## src/warm_reset_consts.vh

```
// constants for the warm reset sequencer
`ifndef WARM_RESET_CONSTS_VH
`define WARM_RESET_CONSTS_VH
`define CLOCK_HZ            25000000
`define HALF_CLOCK_PERIODS  1024
`define SEQ_CYCLES          (`HALF_CLOCK_PERIODS / 2)
`define SEQ_CNT_W           10
`define SEQ_LAST            10'h1ff
`define START_ADDR          24'h000000
`define CFG_EMULATION_BIT   0
`define CFG_MODE_A_BIT      1
`define CFG_CLK_LO          13
`define CFG_CLK_HI          15
`define CFG_RESET_VAL       16'hffff
`define PIN_SYNC_RST        1'b0
`define CFG_SYNC_RST        1'b1
`define RST_INTERNAL        1'b1
`define RST_PULLUP          1'b1
`define RST_RESET_OUTPUT_PIN_N        1'b0
`define RST_CFG_BIT         1'b1
`define RST_CLK_CFG         3'h7
`endif

```

## src/sync2.v

```verilog
// two flip-flop synchroniser for one level
`timescale 1ns/1ps
`default_nettype none
module sync2 #(
   parameter RESET_VAL = 1'b1
) (
   input  wire i_clock,
   input  wire i_reset_n,
   input  wire i_async,
   output reg  o_sync
);
   reg stage1;
   // first stage feeds only the second
   always @(posedge i_clock or negedge i_reset_n) begin
      if (!i_reset_n) begin
         stage1 <= RESET_VAL;
         o_sync <= RESET_VAL;
      end else begin
         stage1 <= i_async;
         o_sync <= stage1;
      end
   end
endmodule // sync2
`default_nettype wire

```

## src/warm_reset_sequencer.v

```verilog
// warm reset sequencer: pin handling, sequence timer, start-up config capture
`timescale 1ns/1ps
`default_nettype none
`include "warm_reset_consts.vh"

// Behaviour
// - at warm reset start pending hold states are dropped and a running access is finished first.
// - during the internal sequence the device drives its own reset input pin low.
// - reset ends only after the sequence time has passed and the reset pin then reads high.
// - on leaving reset fetch starts at the fixed start address zero.
// - the reset output pin stays asserted after reset until end-of-init is executed.
// - general purpose pins stay inactive after reset until software enables them.
// - pull-ups on the start-up config port are enabled during reset.
// - the internal sequence lasts exactly 1024 half clock periods.
// - emulation, mode-a and clock config bits load continuously while internal reset is active.
module warm_reset_sequencer (
   input  wire        i_clock,
   input  wire        i_reset_n,
   input  wire        i_reset_input_pin,
   input  wire        i_access_busy,
   input  wire        i_end_of_init_instruction,
   input  wire        i_io_enable_write,
   input  wire [15:0] i_startup_config_port,
   output reg         o_reset_input_pin_out,
   output reg         o_reset_input_pin_oe,
   output reg         o_reset_output_pin_n,
   output reg         o_internal_reset,
   output reg         o_cancel_holds,
   output reg         o_fetch_start,
   output reg  [23:0] o_fetch_addr,
   output reg         o_io_active,
   output reg         o_config_pullup_en,
   output reg         o_emulation_mode_bit,
   output reg         o_mode_bit_a,
   output reg  [2:0]  o_clock_config
);
   localparam S_RUN   = 3'h0;
   localparam S_DRAIN = 3'h1;
   localparam S_SEQ   = 3'h2;
   localparam S_WAIT  = 3'h3;
   localparam S_INIT  = 3'h4;

   // synchronised pins, decoded phases, state and the sequence counter
   wire        pin_sync;
   wire [15:0] cfg_sync;
   wire        next_in_reset;
   wire        warm_start;
   wire        reset_leaving;
   reg  [2:0]  state;
   reg  [2:0]  next_state;
   reg  [`SEQ_CNT_W-1:0] count;

   // reset pin through two flops; it reads asserted until it has really been sampled high
   sync2 #(.RESET_VAL(`PIN_SYNC_RST)) u_pin_sync (
      .i_clock   (i_clock),
      .i_reset_n (i_reset_n),
      .i_async   (i_reset_input_pin),
      .o_sync    (pin_sync)
   );

   // config port lines each pass two flops before capture
   genvar g;
   generate
      for (g = 0; g < 16; g = g + 1) begin : g_cfg
         sync2 #(.RESET_VAL(`CFG_SYNC_RST)) u_cfg_sync (
            .i_clock   (i_clock),
            .i_reset_n (i_reset_n),
            .i_async   (i_startup_config_port[g]),
            .o_sync    (cfg_sync[g])
         );
      end
   endgenerate

   // sequencing; while driving the pin low our own drive masks the outside source
   always @* begin
      next_state = state;
      case (state)
         // a low pin from the board starts a warm reset
         S_RUN:   if (!pin_sync) next_state = S_DRAIN;
         // hold the sequence until a running internal access has completed
         S_DRAIN: if (!i_access_busy) next_state = S_SEQ;
         // count out the fixed sequence with the pin held low
         S_SEQ:   if (count == `SEQ_LAST) next_state = S_WAIT;
         // reset ends only once the released pin reads high
         S_WAIT:  if (pin_sync) next_state = S_INIT;
         // a fresh request restarts the sequence; end-of-init counts only here
         S_INIT:  if (!pin_sync) next_state = S_DRAIN;
                  else if (i_end_of_init_instruction) next_state = S_RUN;
         // unused codes fall back to running
         default: next_state = S_RUN;
      endcase
   end

   // decoded phases of the next state; registering them keeps every output a flop
   assign next_in_reset = (next_state == S_DRAIN) || (next_state == S_SEQ) ||
                          (next_state == S_WAIT);
   // a request while running or in an unfinished init phase both start a sequence
   assign warm_start    = (next_state == S_DRAIN) &&
                          ((state == S_RUN) || (state == S_INIT));
   // leaving the pin wait is the one place where reset ends
   assign reset_leaving = (state == S_WAIT) && (next_state == S_INIT);

   // state register; power-up parks in the pin wait, so the core leaves that reset
   // through the same fetch and end-of-init path as after a warm reset
   always @(posedge i_clock or negedge i_reset_n) begin
      if (!i_reset_n) begin
         state <= S_WAIT;
      end else begin
         state <= next_state;
      end
   end

   // 1024 half periods equal 512 clock cycles; the count restarts on every entry,
   // so a restarted sequence is never shortened by a stale value
   always @(posedge i_clock or negedge i_reset_n) begin
      if (!i_reset_n) begin
         count <= {`SEQ_CNT_W{1'b0}};
      end else if (state == S_SEQ) begin
         count <= count + 10'h001;
      end else begin
         count <= {`SEQ_CNT_W{1'b0}};
      end
   end

   // open-drain reset pin: the data bit stays low and only the enable moves, so the
   // line is never driven high against the board's reset source
   always @(posedge i_clock or negedge i_reset_n) begin
      if (!i_reset_n) begin
         o_reset_input_pin_out <= 1'b0;
         o_reset_input_pin_oe  <= 1'b0;
      end else begin
         o_reset_input_pin_out <= 1'b0;
         o_reset_input_pin_oe  <= (next_state == S_SEQ);
      end
   end

   // one-cycle cancel of pending hold states at every sequence start; a request that
   // cuts an init phase short cancels them again
   always @(posedge i_clock or negedge i_reset_n) begin
      if (!i_reset_n) begin
         o_cancel_holds <= 1'b0;
      end else begin
         o_cancel_holds <= warm_start;
      end
   end

   // internal reset spans drain, sequence and pin wait; it drops only after the
   // released pin has been seen high
   always @(posedge i_clock or negedge i_reset_n) begin
      if (!i_reset_n) begin
         o_internal_reset <= `RST_INTERNAL;
      end else begin
         o_internal_reset <= next_in_reset;
      end
   end

   // config pull-ups share the internal reset window, so an open port line reads high
   // and a strapped one reads low while the start-up bits are captured
   always @(posedge i_clock or negedge i_reset_n) begin
      if (!i_reset_n) begin
         o_config_pullup_en <= `RST_PULLUP;
      end else begin
         o_config_pullup_en <= next_in_reset;
      end
   end

   // fetch request for one cycle as the core leaves reset; it lines up with the
   // falling internal reset so the first fetch never sees a core still in reset
   always @(posedge i_clock or negedge i_reset_n) begin
      if (!i_reset_n) begin
         o_fetch_start <= 1'b0;
      end else begin
         o_fetch_start <= reset_leaving;
      end
   end

   // the fetch address is held in a flop so it stands clean with the request
   always @(posedge i_clock or negedge i_reset_n) begin
      if (!i_reset_n) begin
         o_fetch_addr <= `START_ADDR;
      end else if (reset_leaving) begin
         o_fetch_addr <= `START_ADDR;
      end
   end

   // reset output asserted from sequence start until end-of-init has run; external
   // logic thus stays in reset through the whole init phase
   always @(posedge i_clock or negedge i_reset_n) begin
      if (!i_reset_n) begin
         o_reset_output_pin_n <= `RST_RESET_OUTPUT_PIN_N;
      end else if (next_state == S_RUN) begin
         o_reset_output_pin_n <= 1'b1;
      end else begin
         o_reset_output_pin_n <= 1'b0;
      end
   end

   // io pins stay inactive through reset; software turns them on afterwards, and a
   // write during reset is dropped rather than remembered
   always @(posedge i_clock or negedge i_reset_n) begin
      if (!i_reset_n) begin
         o_io_active <= 1'b0;
      end else if (next_in_reset) begin
         o_io_active <= 1'b0;
      end else if (i_io_enable_write) begin
         o_io_active <= 1'b1;
      end
   end

   // config bits follow the port while internal reset is active and act at once; the
   // capture uses the registered reset flag, so the port is read one cycle longer
   always @(posedge i_clock or negedge i_reset_n) begin
      if (!i_reset_n) begin
         o_emulation_mode_bit <= `RST_CFG_BIT;
         o_mode_bit_a         <= `RST_CFG_BIT;
         o_clock_config       <= `RST_CLK_CFG;
      end else if (o_internal_reset) begin
         o_emulation_mode_bit <= cfg_sync[`CFG_EMULATION_BIT];
         o_mode_bit_a         <= cfg_sync[`CFG_MODE_A_BIT];
         o_clock_config       <= cfg_sync[`CFG_CLK_HI:`CFG_CLK_LO];
      end
   end
endmodule // warm_reset_sequencer
`default_nettype wire

```

## config.mk

```make
export PLATFORM = sky130hd
export DESIGN_NAME = warm_reset_sequencer
export DESIGN_NICKNAME = d
export VERILOG_FILES = /design/src/sync2.v /design/src/warm_reset_sequencer.v
export VERILOG_INCLUDE_DIRS = /design/src
export SDC_FILE = /design/constraint.sdc
export NUM_CORES = 1
export LEC_CHECK = 0
export BUFFER_PORTS_ARGS = -buffer_cell sky130_fd_sc_hd__buf_2
export CORE_AREA = 4 4 66 68
export DETAILED_ROUTE_END_ITERATION = 10
export DIE_AREA = 0 0 70 72
export PLACE_DENSITY = 0.72
export SYNTH_ARGS = -nofsm -noshare
export SYNTH_HDL_FRONTEND = slang
export SYNTH_SLANG_ARGS = --single-unit
export TNS_END_PERCENT = 100
```

## constraint.sdc

```tcl
create_clock -name i_clock -period 1.55 [get_ports i_clock]
set_input_delay 0.2325 -clock i_clock [delete_from_list [all_inputs] [get_ports i_clock]]
set_output_delay 0.2325 -clock i_clock [all_outputs]
set_load 0.02 [all_outputs]
```

# Word level (Yosys, flattened, before mapping)
# Index checks and enable logic that the tools add are counted.
word_totals:
  in_bits: 22
  ff_bits: 36
op_classes:
  n_addsub: 1
  n_reduce_logical: 8
  mux: 11
  n_eq_ne: 9
ops:
  columns: ["cell", "count"]
  rows:
  - ["3-bit 2-to-1 mux", 6]
  - ["3-bit case mux with 5 select lines", 1]
  - ["3-bit by 2-bit equality test with 1-bit output (second input constant)", 4]
  - ["10-bit by 1-bit adder with 10-bit output (second input constant)", 1]
  - ["10-bit by 9-bit equality test with 1-bit output (second input constant)", 1]
  - ["10-bit 2-to-1 mux", 1]
  - ["3-bit by 1-bit equality test with 1-bit output (second input constant)", 2]
  - ["3-bit equality test (second input constant)", 2]
  - ["3-bit logical NOT", 2]
  - ["1-bit logical OR", 3]
  - ["1-bit 2-to-1 mux", 3]
  - ["1-bit logical AND", 2]
  - ["2-bit nonzero test", 1]

# Logic depth before layout (Yosys ltp)
logic_depth:
  word_depth: 7
  ltp_mapped: 4
  mapped_depth_nobuf: 4

# By module
# From an unflattened synthesis, not the netlist that was laid out.
unflattened:
  cells_unflattened: 127
  hier_area_um2: 1519.0
by_module_without_submodules:
  columns: ["mod", "seq_area_each_um2", "n_inst", "area_per_inst_um2", "cells_each"]
  rows:
  - ["warm_reset_sequencer", 610.6, 1, 1206.2, 115]
  - ["sync2 (g_cfg[0].u_cfg_sync ...)", 52.6, 5, 52.6, 2]
  - ["sync2 (u_pin_sync)", 50.0, 1, 50.0, 2]

# Least setup slack after synthesis
# Ideal clock, no wire load.
synth_path:
  path_kind: "flip-flop to flip-flop"
  from: "reg state[1]"
  to: "reg o_io_active"
  t_required_ps: 1416
  path_stages_with_launch: 5
  arrival_time_ps: 1326
  n_path_buf: 1
  setup_slack_ps: 90
  path_cell_list: "dfstp_2 > or3b_1 > buf_6 > nor4_4 > nor4_1"
synth_between:
  elab_chain_len: 7
  elab_cells_between_ends: 19
  classes_between: "eq/ne (7); mux (8); reduce/logical (4)"
synth_lines:
  columns: ["item", "line_no", "source"]
  rows:
  - ["start, declared", "warm_reset_sequencer.v:49", "reg [2:0] state;"]
  - ["start signal, assigned", "warm_reset_sequencer.v:109", "state <= next_state;"]
  - ["3-bit 2-to-1 mux", "warm_reset_sequencer.v:88", "else if (i_end_of_init_instruction) next_state = S_RUN;"]
  - ["3-bit 2-to-1 mux", "warm_reset_sequencer.v:87", "S_INIT: if (!pin_sync) next_state = S_DRAIN;"]
  - ["3-bit case mux with 5 select lines *", "warm_reset_sequencer.v:77", "case (state)"]
  - ["3-bit by 1-bit equality test with 1-bit output / 3-bit by 2-bit equality test with 1-bit output (equally long branches)", "warm_reset_sequencer.v:95", "assign next_in_reset = (next_state == S_DRAIN) || (next_state == S_SEQ) ||"]
  - ["1-bit logical OR", "warm_reset_sequencer.v:95", null]
  - ["1-bit logical OR *", "warm_reset_sequencer.v:95", null]
  - ["1-bit 2-to-1 mux / 2-bit nonzero test (equally long branches)", null, null]
  - ["end signal, assigned", "warm_reset_sequencer.v:202", "o_io_active <= 1'b0;"]
  - ["end signal, assigned", "warm_reset_sequencer.v:204", "o_io_active <= 1'b0;"]
  - ["end signal, assigned", "warm_reset_sequencer.v:206", "o_io_active <= 1'b1;"]
  - ["end, declared", "warm_reset_sequencer.v:31", "output reg o_io_active,"]
# Mark *: on every way between the ends. The rest lies on a longest branch, timed or not.
# A chain may end at the register's enable or synchronous reset.

# Worst setup path in the final report
# Ends and elaborated chain as after synthesis.

==> implementation parameters <==
Parameter                              Value

Run status
  Result of the run ... complete, no violations

Detailed routing
  Drt wl/cell ... 12.4 um
  Drt drc ... 0
  Total length of routed met3 wires ... 175 um
  Top layer used by detailed routing ... met4
  Residual antenna-violating net count after detailed routing ... 0
  DRT met1 WL ... between 900 and 1000 um
  Detailed-routing iteration count for the pre-antenna-repair pass ... 4
  Total length of routed met2 wires ... 1400 um
  Detailed-route via count ... between 900 and 1000
  DR vias/cell ... 4.62
  Total wire length ... 2560 um
  Drt initial violations ... 35

Global route
  Combined global-route utilization of all metal layers ... 10.7%
  Antenna violations before repair ... 0
  Number of global-route vias before repair ... 908
  First-pass GRT wire length ... 4160 um
  Largest net degree at the start of global routing ... 15
  Overflow left after global routing ... 0

Floorplan
  Number of standard-cell rows in the floorplan ... 23
  Total Die Area ... 5040 um2
  Die H ... 72 um
  Core Footprint ... 3860 um2
  Initial core utilization ... ~40%
  Die width ... 70 um
  Top Ports ... 59

Layout
  # diodes ... 0
  Area of combinational cells with multiple inputs ... 546 um2
  Area growth syn-to-layout ... 14.2%
  Proportion of layout cells with a drive suffix above 1 ... a little over two fifths
  Area taken by flip-flops and latches ... 923 um2
  Net total in the final layout ... ~180
  Final standard cell utilization of the core ... between 40 and 50%
  Filler cell count in the final layout ... 346

Worst setup path
  Kind of end point of the critical path ... flop
  Largest stage delay on the critical path ... roughly 0.6 ns
  Kind of start point of the critical path ... flop
  Maximum fanout count along the critical path ... 10
  Worst endpoint required time ... 1.70 ns
  Crit path max-delay cell type ... sky130_fd_sc_hd__dfstp_2
  Data arrival, critical path ... 1.62 ns
  Start-to-end type of the worst setup path ... reg2reg
  Buf/Inv on CP ... 0
  Ordered list of cells on the worst path ... or3b_4 -> nor4_4 -> nor4_1
  Category of cells accounting for the largest share of critical-path delay ... simple AND/OR/NAND/NOR gates

Timing
  Final min period ... 1.47 ns
  Fmax ... 680 MHz
  Number of pins exceeding their max-slew limit in the final report ... 0
  Number of hold violations in the final report ... 0
  Fin worst setup slack ... between 0.08 and 0.09 ns
  Worst clock skew ... around 0.006 ns
  Final setup violating endpoints ... 0
  Crit share post-route ... between 90% and 100%

Yosys
  Post-synthesis area per instance ... 12.8 um2
  Netlist Area Pre-Place ... 1570 um2
  Synth unique cells ... 38
  Number of warnings issued by yosys ... 0
  Top cell type's share of synthesized area ... 30.1%
  Share of async-settable or async-resettable flops after synthesis ... 100%
  Number of instances in the synthesized netlist ... 123
  Fraction of the yosys area taken by sequential cells ... 58.7%
  Main area contributors after synthesis ... sky130_fd_sc_hd__dfstp_2 30%, sky130_fd_sc_hd__dfrtp_1 29%, sky130_fd_sc_hd__buf_4 12%
  Library cell occupying the most area in the post-synthesis netlist ... sky130_fd_sc_hd__dfstp_2
  Synthesized flop and latch total ... 36
  Number of synthesized flops with an enable pin ... 0
  Dominant synthesized flop cell ... sky130_fd_sc_hd__dfstp_2

Clocking
  Buffer type at the clock tree root ... sky130_fd_sc_hd__clkbuf_8
  Longest Clk Path Bufs ... 2
  Clock tree from TritonCTS ... done
  Clock insertion delay at the later pin of the skew report ... 0.28 ns
  Maximum level of the CTS H-tree ... 2
  Clk sink count ... 36
  Total clock buffers created by CTS ... 5
  Clock transition at the registers of the reported paths ... 0.07 ns

Placement
  Routability-driven placement congestion ratio ... 0.766
  HPWL after detailed placement ... 1960 um
  Buffers on Ports ... 22
  Place WS ... 0.0433 ns

Power
  Maximum vdd ir drop ... 349 uV
  Static leakage power ... 0.819 nW
  Power Dens Cells ... approximately 1000 nW/um2

Job
  Max-capacitance violation count ... 0

Min path
  Path type of the worst min-delay path ... in2reg
## sequential cells by signal, indices dropped and copies added (netlist names)
register and count:
o_config_pullup_en 1, u_pin_sync.stage1 1, o_io_active 1, o_reset_output_pin_n 1, o_fetch_start 1, o_mode_bit_a 1
u_pin_sync.o_sync 1, o_clock_config 3, g_cfg.u_cfg_sync.o_sync 5, state 3, o_emulation_mode_bit 1, o_reset_input_pin_oe 1
g_cfg.u_cfg_sync.stage1 5, o_cancel_holds 1, count 10
## cells in the mapped netlist (all sizes together), types with 2 or more instances
cell,n
a21oi,5
buf,27
dfrtp,18
dfstp,18
inv,2
mux2,5
nand2,2
nand3,3
nand4,3
nor2,5
nor3,2
nor4,2
o21ai,3
or2,2
or3,4
or3b,2
xnor2,2
## per-stage QoR
step / power, mW / instances / setup TNS [ns] / area [um2] / hold WS, ns
finish: 1.80 / 206 / 0 / 1800 / 0.0429
global route: 1.89 / 206 / -0.00145 / 1800 / 0.0261
CTS: 1.83 / 204 / 0 / 1760 / 0.0338
detailed placement: 1.11 / 195 / 0 / 1650 / 0.105
global placement: 1.11 / 195 / 0 / 1650 / 0.101
floorplan: 1.12 / 147 / 0 / 1660 / -0.0631
## routing by layer
metal  vias to the layer above  global-route usage [%]
met1                       478                    10.4
met5                         -                       0
met3                         6                    4.99
met4                         0                    5.96
met2                        29                    18.9
li1                        438                       -
## report_power, final
group          internal [mW]  switching (mW)
clock                  0.405           0.299
sequential             0.978         0.00786
combinational         0.0242          0.0899
total                   1.41           0.397
## cells by family (layout without fill, tap and decap cells)
kind of cell / after synthesis / after routing / synth area share, %
DFF: 36 / 36 / 58.7
and+or+nand+nor: 34 / 34 / 14.6
buffers and inverters: 29 / 38 / 13.6
AOI/OAI and AO/OA: 14 / 14 / 6.76
muxes: 5 / 5 / 3.58
xor gates and xnor gates: 3 / 3 / 1.67
adders and majority gates: 1 / 1 / 0.795
other: 1 / 25 / 0.238
## cells in the final DEF, fill, tap and decap left out, types with 2 or more instances in the layout
| cell type | count |
|---|---|
| sky130_fd_sc_hd__or3_1 | 4 |
| sky130_fd_sc_hd__buf_4 | 5 |
| sky130_fd_sc_hd__nor2_1 | 5 |
| sky130_fd_sc_hd__conb_1 | 25 |
| sky130_fd_sc_hd__dfstp_2 | 18 |
| sky130_fd_sc_hd__o21ai_0 | 3 |
| sky130_fd_sc_hd__mux2_2 | 5 |
| sky130_fd_sc_hd__or2_1 | 2 |
| sky130_fd_sc_hd__a21oi_1 | 4 |
| sky130_fd_sc_hd__clkbuf_8 | 7 |
| sky130_fd_sc_hd__dfrtp_1 | 18 |
| sky130_fd_sc_hd__nand2_1 | 2 |
| sky130_fd_sc_hd__inv_1 | 2 |
| sky130_fd_sc_hd__nand4_1 | 3 |
| sky130_fd_sc_hd__nor3_1 | 2 |
| sky130_fd_sc_hd__nand3_1 | 3 |
| sky130_fd_sc_hd__xnor2_1 | 2 |
| sky130_fd_sc_hd__buf_2 | 22 |
## worst paths after layout
check / endpoint / from / slack (ns) / cells after the start
max: o_io_active$_DFFE_PN0P_ / state[1]$_DFF_PN1_ / 0.08 / 3
min: g_cfg[15].u_cfg_sync.stage1$_DFF_PN1_ / i_startup_config_port[15] / 0.04 / 1
max reg2reg: o_io_active$_DFFE_PN0P_ / state[1]$_DFF_PN1_ / 0.08 / 3
min reg2reg: u_pin_sync.o_sync$_DFF_PN0_ / u_pin_sync.stage1$_DFF_PN0_ / 0.35 / 0
max in group asynchronous: o_config_pullup_en$_DFF_PN1_ / i_reset_n / 0.69 / 3
min in group asynchronous: o_fetch_start$_DFF_PN0_ / i_reset_n / 0.34 / 2
## what timing repair did
action / in CTS / in global routing
resized for setup: 0 / 4
endpoints found under the setup margin: 0 / 7
endpoints found under the hold margin: 5 / 0
hold buffers: 1 / 0
buffers inserted: 0 / 2
## layout make-up
class / instances / area share (%)
multi-input combinational: 82 / 30.4
tap: 50 / 3.48
inverter: 2 / 0.418
timing repair buffer: 28 / 8.77
clock buffer: 8 / 5.57
sequential: 36 / 51.4
Power figures use the tool's default switching activity.
